### src/hdl/i2c_flags_params.svh
`ifndef I2C_FLAGS_PARAMS_SVH
`define I2C_FLAGS_PARAMS_SVH

// ============================================================
// Register map
`define OFS_STATUS      8'h00
`define OFS_CONTROL     8'h04
`define ADDR_LSB_W      8

// ============================================================
// Status register bit positions
`define BIT_ERR_HALT    7
`define BIT_NORM_STOP   6
`define BIT_CONT_XFER   5

// ============================================================
// Control register bit positions
`define BIT_IF_ENABLE   7
`define BIT_MASTER      6
`define BIT_SYNC_FMT    5
`define BIT_MAIN_IRQ    0

// ============================================================
// Reset values and constants
`define FLAG_RST        1'b0
`define CTRL_RST        3'h0
`define WORD_ZERO       32'h0000_0000
`define HTRANS_NONSEQ   2'h2

`endif

### src/hdl/i2c_flags_pkg.sv
package i2c_flags_pkg;

   // ============================================================
   // Address phase of an AHB-Lite transfer, held for its data phase.
   typedef struct packed {
      logic       valid;
      logic       write;
      logic [7:0] addr;
   } ahb_req_s;

   // ============================================================
   // Events and levels from the bus engine.
   typedef struct packed {
      logic stop_detect;    // One-cycle pulse on a stop condition.
      logic in_frame;       // High while a frame is being moved.
      logic tx_empty_set;   // Pulse: transmit-empty flag became 1.
      logic rx_full_set;    // Pulse: receive-full flag became 1.
      logic second_addr;    // Second-address-match flag level.
      logic other_irq;      // Pulse: any other main interrupt source.
   } engine_ev_s;

endpackage

### src/hdl/i2c_status_flags.sv
// Design decisions made here: the placing of the registers and the AHB-Lite register port.
`include "i2c_flags_params.svh"

module i2c_status_flags
   import i2c_flags_pkg::*;
(
   input  wire logic        clk_sys_i,
   input  wire logic        rst_n_i,
   input  wire logic        hsel_i,
   input  wire logic [31:0] haddr_i,
   input  wire logic [1:0]  htrans_i,
   input  wire logic        hwrite_i,
   input  wire logic [2:0]  hsize_i,
   input  wire logic [31:0] hwdata_i,
   input  wire logic        hready_i,
   output logic      [31:0] hrdata_o,
   output logic             hreadyout_o,
   output logic             hresp_o,
   input  wire engine_ev_s  engine_i,
   output logic             error_halt_flag_o,
   output logic             normal_stop_flag_o,
   output logic             continuous_xfer_request_flag_o,
   output logic             main_interrupt_flag_o,
   output logic             interface_enable_bit_o
);

   // ============================================================
   // Clear by write 0 only when the flag was read as 1 beforehand.
   function automatic logic sw_clear(input logic armed,
                                     input logic wr,
                                     input logic [31:0] data,
                                     input int unsigned pos);
      sw_clear = armed & wr & ~data[pos];
   endfunction

   // ============================================================
   // Register state.
   ahb_req_s   req_ff;
   logic       err_halt_ff;
   logic       norm_stop_ff;
   logic       cont_xfer_ff;
   logic       main_irq_ff;
   logic       if_enable_ff;
   logic       master_ff;
   logic       sync_fmt_ff;
   logic       arm_err_ff;
   logic       arm_stop_ff;
   logic       arm_cont_ff;
   logic       arm_main_ff;
   logic [31:0] rdata_ff;

   // ============================================================
   // Decoded bus activity.
   logic        addr_take;
   logic        wr_status;
   logic        wr_control;
   logic        rd_status;
   logic        rd_control;
   logic [31:0] status_word;
   logic [31:0] control_word;

   // ============================================================
   // Flag events.
   logic slave_mode;
   logic stop_err_set;
   logic stop_norm_set;
   logic cont_set;
   logic main_set;
   logic main_clr;
   logic err_clr;
   logic stop_clr;
   logic cont_clr;

   // The slave is always ready, so every transfer has one wait-free
   // data phase and the answer is always OKAY.
   assign hreadyout_o = 1'b1;
   assign hresp_o     = 1'b0;
   assign hrdata_o    = rdata_ff;

   // Only single word transfers are issued, so hsize is not decoded.
   assign addr_take = hsel_i & hready_i & (htrans_i == `HTRANS_NONSEQ);
   assign rd_status = addr_take & ~hwrite_i
                    & (haddr_i[7:0] == `OFS_STATUS);
   assign rd_control = addr_take & ~hwrite_i
                     & (haddr_i[7:0] == `OFS_CONTROL);
   assign wr_status = req_ff.valid & req_ff.write
                    & (req_ff.addr == `OFS_STATUS);
   assign wr_control = req_ff.valid & req_ff.write
                     & (req_ff.addr == `OFS_CONTROL);

   // Assemble the readable words; bits not held read as zero.
   always_comb
   begin
      status_word = `WORD_ZERO;
      status_word[`BIT_ERR_HALT]  = err_halt_ff;
      status_word[`BIT_NORM_STOP] = norm_stop_ff;
      status_word[`BIT_CONT_XFER] = cont_xfer_ff;
      control_word = `WORD_ZERO;
      control_word[`BIT_IF_ENABLE] = if_enable_ff;
      control_word[`BIT_MASTER]    = master_ff;
      control_word[`BIT_SYNC_FMT]  = sync_fmt_ff;
      control_word[`BIT_MAIN_IRQ]  = main_irq_ff;
   end

   // ============================================================
   // Address phase capture for the following data phase.
   always_ff @(posedge clk_sys_i)
   begin
      if (!rst_n_i)
      begin
         req_ff <= '0;
      end
      else if (hready_i)
      begin
         req_ff.valid <= addr_take;
         req_ff.write <= hwrite_i;
         req_ff.addr  <= haddr_i[7:0];
      end
   end

   // Read data is latched at the address edge so it stands in the
   // data phase; unmapped addresses read as zero.
   always_ff @(posedge clk_sys_i)
   begin
      if (!rst_n_i)
      begin
         rdata_ff <= `WORD_ZERO;
      end
      else if (rd_status)
      begin
         rdata_ff <= status_word;
      end
      else if (rd_control)
      begin
         rdata_ff <= control_word;
      end
      else if (addr_take)
      begin
         rdata_ff <= `WORD_ZERO;
      end
   end

   // ============================================================
   // Mode decode and event qualification.
   assign slave_mode = ~master_ff & ~sync_fmt_ff;
   // The stop flags are only set in bus-format slave mode.
   assign stop_err_set  = slave_mode & engine_i.stop_detect
                        & engine_i.in_frame;
   assign stop_norm_set = slave_mode & engine_i.stop_detect
                        & ~engine_i.in_frame;
   // Frame completion raises the streaming request; in slave mode only with a second address match.
   assign cont_set = (engine_i.tx_empty_set | engine_i.rx_full_set)
                   & (slave_mode ? engine_i.second_addr
                                 : 1'b1);
   assign main_set = cont_set | engine_i.other_irq;

   // A main flag clear only counts when no set collides with it.
   assign main_clr = sw_clear(arm_main_ff, wr_control, hwdata_i,
                              `BIT_MAIN_IRQ) & ~main_set;
   assign err_clr  = sw_clear(arm_err_ff, wr_status, hwdata_i,
                              `BIT_ERR_HALT) | main_clr;
   assign stop_clr = sw_clear(arm_stop_ff, wr_status, hwdata_i,
                              `BIT_NORM_STOP) | main_clr;
   assign cont_clr = sw_clear(arm_cont_ff, wr_status, hwdata_i,
                              `BIT_CONT_XFER)
                   | (main_clr & if_enable_ff);

   // ============================================================
   // Error-halt flag; a new set wins over a clear in the same cycle,
   // and a normal-stop set knocks it down to keep the pair exclusive.
   always_ff @(posedge clk_sys_i)
   begin
      if (!rst_n_i)
      begin
         err_halt_ff <= `FLAG_RST;
      end
      else if (stop_err_set)
      begin
         err_halt_ff <= 1'b1;
      end
      else if (stop_norm_set | err_clr)
      begin
         err_halt_ff <= 1'b0;
      end
   end

   // Normal-stop flag, mirror image of the error-halt flag.
   always_ff @(posedge clk_sys_i)
   begin
      if (!rst_n_i)
      begin
         norm_stop_ff <= `FLAG_RST;
      end
      else if (stop_norm_set)
      begin
         norm_stop_ff <= 1'b1;
      end
      else if (stop_err_set | stop_clr)
      begin
         norm_stop_ff <= 1'b0;
      end
   end

   // Continuous-transfer request flag.
   always_ff @(posedge clk_sys_i)
   begin
      if (!rst_n_i)
      begin
         cont_xfer_ff <= `FLAG_RST;
      end
      else if (cont_set)
      begin
         cont_xfer_ff <= 1'b1;
      end
      else if (cont_clr)
      begin
         cont_xfer_ff <= 1'b0;
      end
   end

   // Main interrupt flag; set in the same edge as the request flag.
   always_ff @(posedge clk_sys_i)
   begin
      if (!rst_n_i)
      begin
         main_irq_ff <= `FLAG_RST;
      end
      else if (main_set)
      begin
         main_irq_ff <= 1'b1;
      end
      else if (main_clr)
      begin
         main_irq_ff <= 1'b0;
      end
   end

   // ============================================================
   // Read-of-one arming. A read of the word arms each bit seen at 1;
   // any write to that word disarms, so a second write 0 needs a
   // fresh read. A bit that drops to 0 on its own also disarms.
   always_ff @(posedge clk_sys_i)
   begin
      if (!rst_n_i)
      begin
         arm_err_ff  <= 1'b0;
         arm_stop_ff <= 1'b0;
         arm_cont_ff <= 1'b0;
      end
      else if (rd_status)
      begin
         arm_err_ff  <= err_halt_ff;
         arm_stop_ff <= norm_stop_ff;
         arm_cont_ff <= cont_xfer_ff;
      end
      else if (wr_status)
      begin
         arm_err_ff  <= 1'b0;
         arm_stop_ff <= 1'b0;
         arm_cont_ff <= 1'b0;
      end
      else
      begin
         arm_err_ff  <= arm_err_ff & err_halt_ff;
         arm_stop_ff <= arm_stop_ff & norm_stop_ff;
         arm_cont_ff <= arm_cont_ff & cont_xfer_ff;
      end
   end

   // Arming for the main interrupt flag in the control word.
   always_ff @(posedge clk_sys_i)
   begin
      if (!rst_n_i)
      begin
         arm_main_ff <= 1'b0;
      end
      else if (rd_control)
      begin
         arm_main_ff <= main_irq_ff;
      end
      else if (wr_control)
      begin
         arm_main_ff <= 1'b0;
      end
      else
      begin
         arm_main_ff <= arm_main_ff & main_irq_ff;
      end
   end

   // ============================================================
   // Plain control bits, written directly by software.
   always_ff @(posedge clk_sys_i)
   begin
      if (!rst_n_i)
      begin
         {if_enable_ff, master_ff, sync_fmt_ff} <= `CTRL_RST;
      end
      else if (wr_control)
      begin
         if_enable_ff <= hwdata_i[`BIT_IF_ENABLE];
         master_ff    <= hwdata_i[`BIT_MASTER];
         sync_fmt_ff  <= hwdata_i[`BIT_SYNC_FMT];
      end
   end

   // ============================================================
   // Flag outputs straight from their flip-flops.
   assign error_halt_flag_o              = err_halt_ff;
   assign normal_stop_flag_o             = norm_stop_ff;
   assign continuous_xfer_request_flag_o = cont_xfer_ff;
   assign main_interrupt_flag_o          = main_irq_ff;
   assign interface_enable_bit_o         = if_enable_ff;

endmodule

### config.mk
export PLATFORM = sky130hd
export DESIGN_NAME = i2c_status_flags
export DESIGN_NICKNAME = d
export VERILOG_FILES = /design/src/hdl/i2c_flags_pkg.sv /design/src/hdl/i2c_status_flags.sv
export VERILOG_INCLUDE_DIRS = /design/src /design/src/hdl
export SDC_FILE = /design/constraint.sdc
export NUM_CORES = 1
export LEC_CHECK = 0
export BUFFER_PORTS_ARGS = -buffer_cell sky130_fd_sc_hd__buf_2
export CAP_MARGIN = 25
export CORE_UTILIZATION = 36
export DETAILED_ROUTE_END_ITERATION = 10
export PLACE_DENSITY = 0.79
export SLEW_MARGIN = 20
export SYNTH_ARGS = -nofsm -noshare
export SYNTH_HDL_FRONTEND = slang
export SYNTH_SLANG_ARGS = --single-unit
### constraint.sdc
create_clock -name clk_sys_i -period 2.2 [get_ports clk_sys_i]
set_clock_uncertainty 0.2 [all_clocks]
set_input_delay 0.33 -clock clk_sys_i [delete_from_list [all_inputs] [get_ports clk_sys_i]]
set_output_delay 0.33 -clock clk_sys_i [all_outputs]
set_load 0.01 [all_outputs]
==> results.yml <==
placement:
  numPortBuffers: 33
  dpl_cell_area_sq_um: 1380
  hpwlAfterDp_microns: 1830
  gp_congestion: 0.808
cells_and_area:
  drive_above_1_share: 0.264
  nets: 255
  stdcell_area_sq_um: 1420
  largest_register_ffs: 10
  diodes: 0
  area_delta_synth_final_pct: 11.0
  largest-register: "req_ff"
critical_path:
  cp-start-kind: "flip-flop"
  required_ps: 2230
  reg2reg_slack_ps: 150
  path_class: "flip-flop to flip-flop"
  critPathMaxFanout: 6
  cp.arrival_ps: 2080
  reg2reg_from: "req_ff[7]"
  reg2reg_to: "continuous_xfer_request_flag_o"
  r2r_cells: 4
  end_kind: "flip-flop"
cts:
  cts_buffers: 3
  cts-root-buf: "clkbuf_4"
  postCtsResizedCells: 0
  h-tree-depth: 1
  cts_buffer_depth: 2
  tritoncts: "yes"
  cts.clk_slew.worst_paths_ps: 140
  clock-sinks: 25
  clk_latency_ps: 320
logic_synthesis:
  syn_area_per_cell_sq_um: 9.14
  synth.most_common_cell: "buf_4"
  syn_area_sq_um: 1280
  synthTopCellsByCount: "buf_4, dfxtp_1, nor2_1, mux2i_1, nand2_1"
  synth_cells: 140
  synth-edff-count: 0
  synth_top_cell_area_share: 0.391
  synth-warning-count: 0
  synth-seq-cells: 25
  ys_types: 32
  yosysSeqAreaShare: 0.391
  synthTopCellsByArea: "dfxtp_1, buf_4, mux2i_1"
  synthFlopType: "dfxtp_1"
  yosys.area.top_type: "dfxtp_1"
  synthArstFlopShare: 0
worst_hold_path:
  hold_start: "haddr_i[7]"
  hold_class: "primary input to flip-flop"
  holdPathStages: 3
  whs_endpoint: "req_ff[7]"
floorplanning:
  rows: 21
  die_y_microns: 61.6
  die_area_sq_um: 3800
  ioPinCount: 119
  core-area_sq_um: 3360
  die_w_microns: 61.6
  start_util: 0.381
power_and_ir_drop:
  p_leak_uw: 0.000632
  power_density_nw_per_um2: 564
  irDropWorstVdd_mv: 0.283
detailed_routing:
  routed_wl_microns: 2310
  wl_met2_microns: 1040
  viasPerCell: 4.38
  antenna_left: 0
  drc_errors: 0
  wl_met3_microns: 154
  top_layer: "met4"
  wl_met1_microns: 1090
  vias: 963
  first_pass_iters: 4
  drtIter0Drc: 17
  wl_per_cell_microns: 10.5
timing:
  holdWs_ps: 46.7
  fmax_ghz: 0.488
  drv_slew: 0
  period_needed_ps: 2050
  slew_headroom: 0.632
  max_slew.worst_pin.slew_ps: 548
  rsz0062_at_grt: "false"
  setup_viol: 0
  fin_crit_sh: 0.932
  hold_viol_final: 0
  tns_ps: 0
global_routing:
  grt_pass1_wl_microns: 3480
  grt-ovfl-total: 0
  grt_pass1_vias: 761
  grt_use_total: 0.127
  antenna_found_initial: 0
  grt_start_max_net_pins: 20
run_status:
  status: "complete, no violations"
flow_run:
  maxCapViolations: 0
[power breakdown]
| part | switching [uW] | internal [uW] |
|---|---|---|
| combinational | 66.5 | 46.9 |
| sequential | 10.3 | 468 |
| clock | 141 | 69.4 |
| total | 217 | 585 |
[metrics by stage]
stage	util	power (uW)	instances	worst slack [ps]
finish	0.423	802	220	150
global route	0.423	844	220	74.2
CTS	0.420	804	219	134
detailed placement	0.411	601	215	166
global placement	0.411	599	215	163
floorplan	-	598	168	273
[critical path, stage by stage, from the launching register on]
cell and delay (ps):
dfxtp_1 340, or4_4 550, or4_1 560, nor3b_2 230, o31ai_1 80
[area by class of cell]
cell class | count | area [sq um]
fillers | 375 | 1940
multi-input cells | 106 | 632
flip-flops and latches | 25 | 500
repair buffers | 36 | 190
well taps | 46 | 57.6
clock buffers | 3 | 22.5
inverters | 3 | 11.3
clock inverters | 1 | 7.51
[placed cells by master (no fill, tap or decap), drive strengths merged, types with 3 or more instances in the layout]
cell type and instances:
nor2 17, nand2b 5, mux2 3, dfxtp 25, nand2 9, buf 35, a21oi 5, clkbuf 3
conb 30, or4 4, mux2i 12, a22oi 3
[what timing repair did]
item | in CTS | in global routing
hold buffers | 0 | 1
endpoints found under the hold margin | 0 | 1
endpoints found under the setup margin | 0 | 0
setup buffers | 0 | 0
[routing by layer]
| layer | track usage | vias up |
|---|---|---|
| li1 | - | 488 |
| met1 | 0.178 | 437 |
| met2 | 0.189 | 34 |
| met3 | 0.0315 | 4 |
| met4 | 0.0476 | 0 |
| met5 | 0 | - |
[logic make-up after synthesis]
family                 share of synthesized area
AO/OA/AOI/OAI                             0.0890
AND/OR/NAND/NOR                            0.196
multiplexers                               0.120
flip-flops                                 0.391
other                                    0.00587
buffers and inverters                      0.197
[worst max-delay path by stage]
stage | depth (start not counted) | to | from | slack [ps]
floorplan | 5 | normal_stop_flag_o | req_ff[7] | 270
global placement | 4 | error_halt_flag_o | req_ff[7] | 160
detailed placement | 4 | normal_stop_flag_o | req_ff[7] | 170
CTS | 4 | normal_stop_flag_o | req_ff[7] | 130
global route | 4 | normal_stop_flag_o | req_ff[7] | 70
finish | 4 | continuous_xfer_request_flag_o | req_ff[7] | 150
Note: power is estimated with default switching activity, not from simulation.
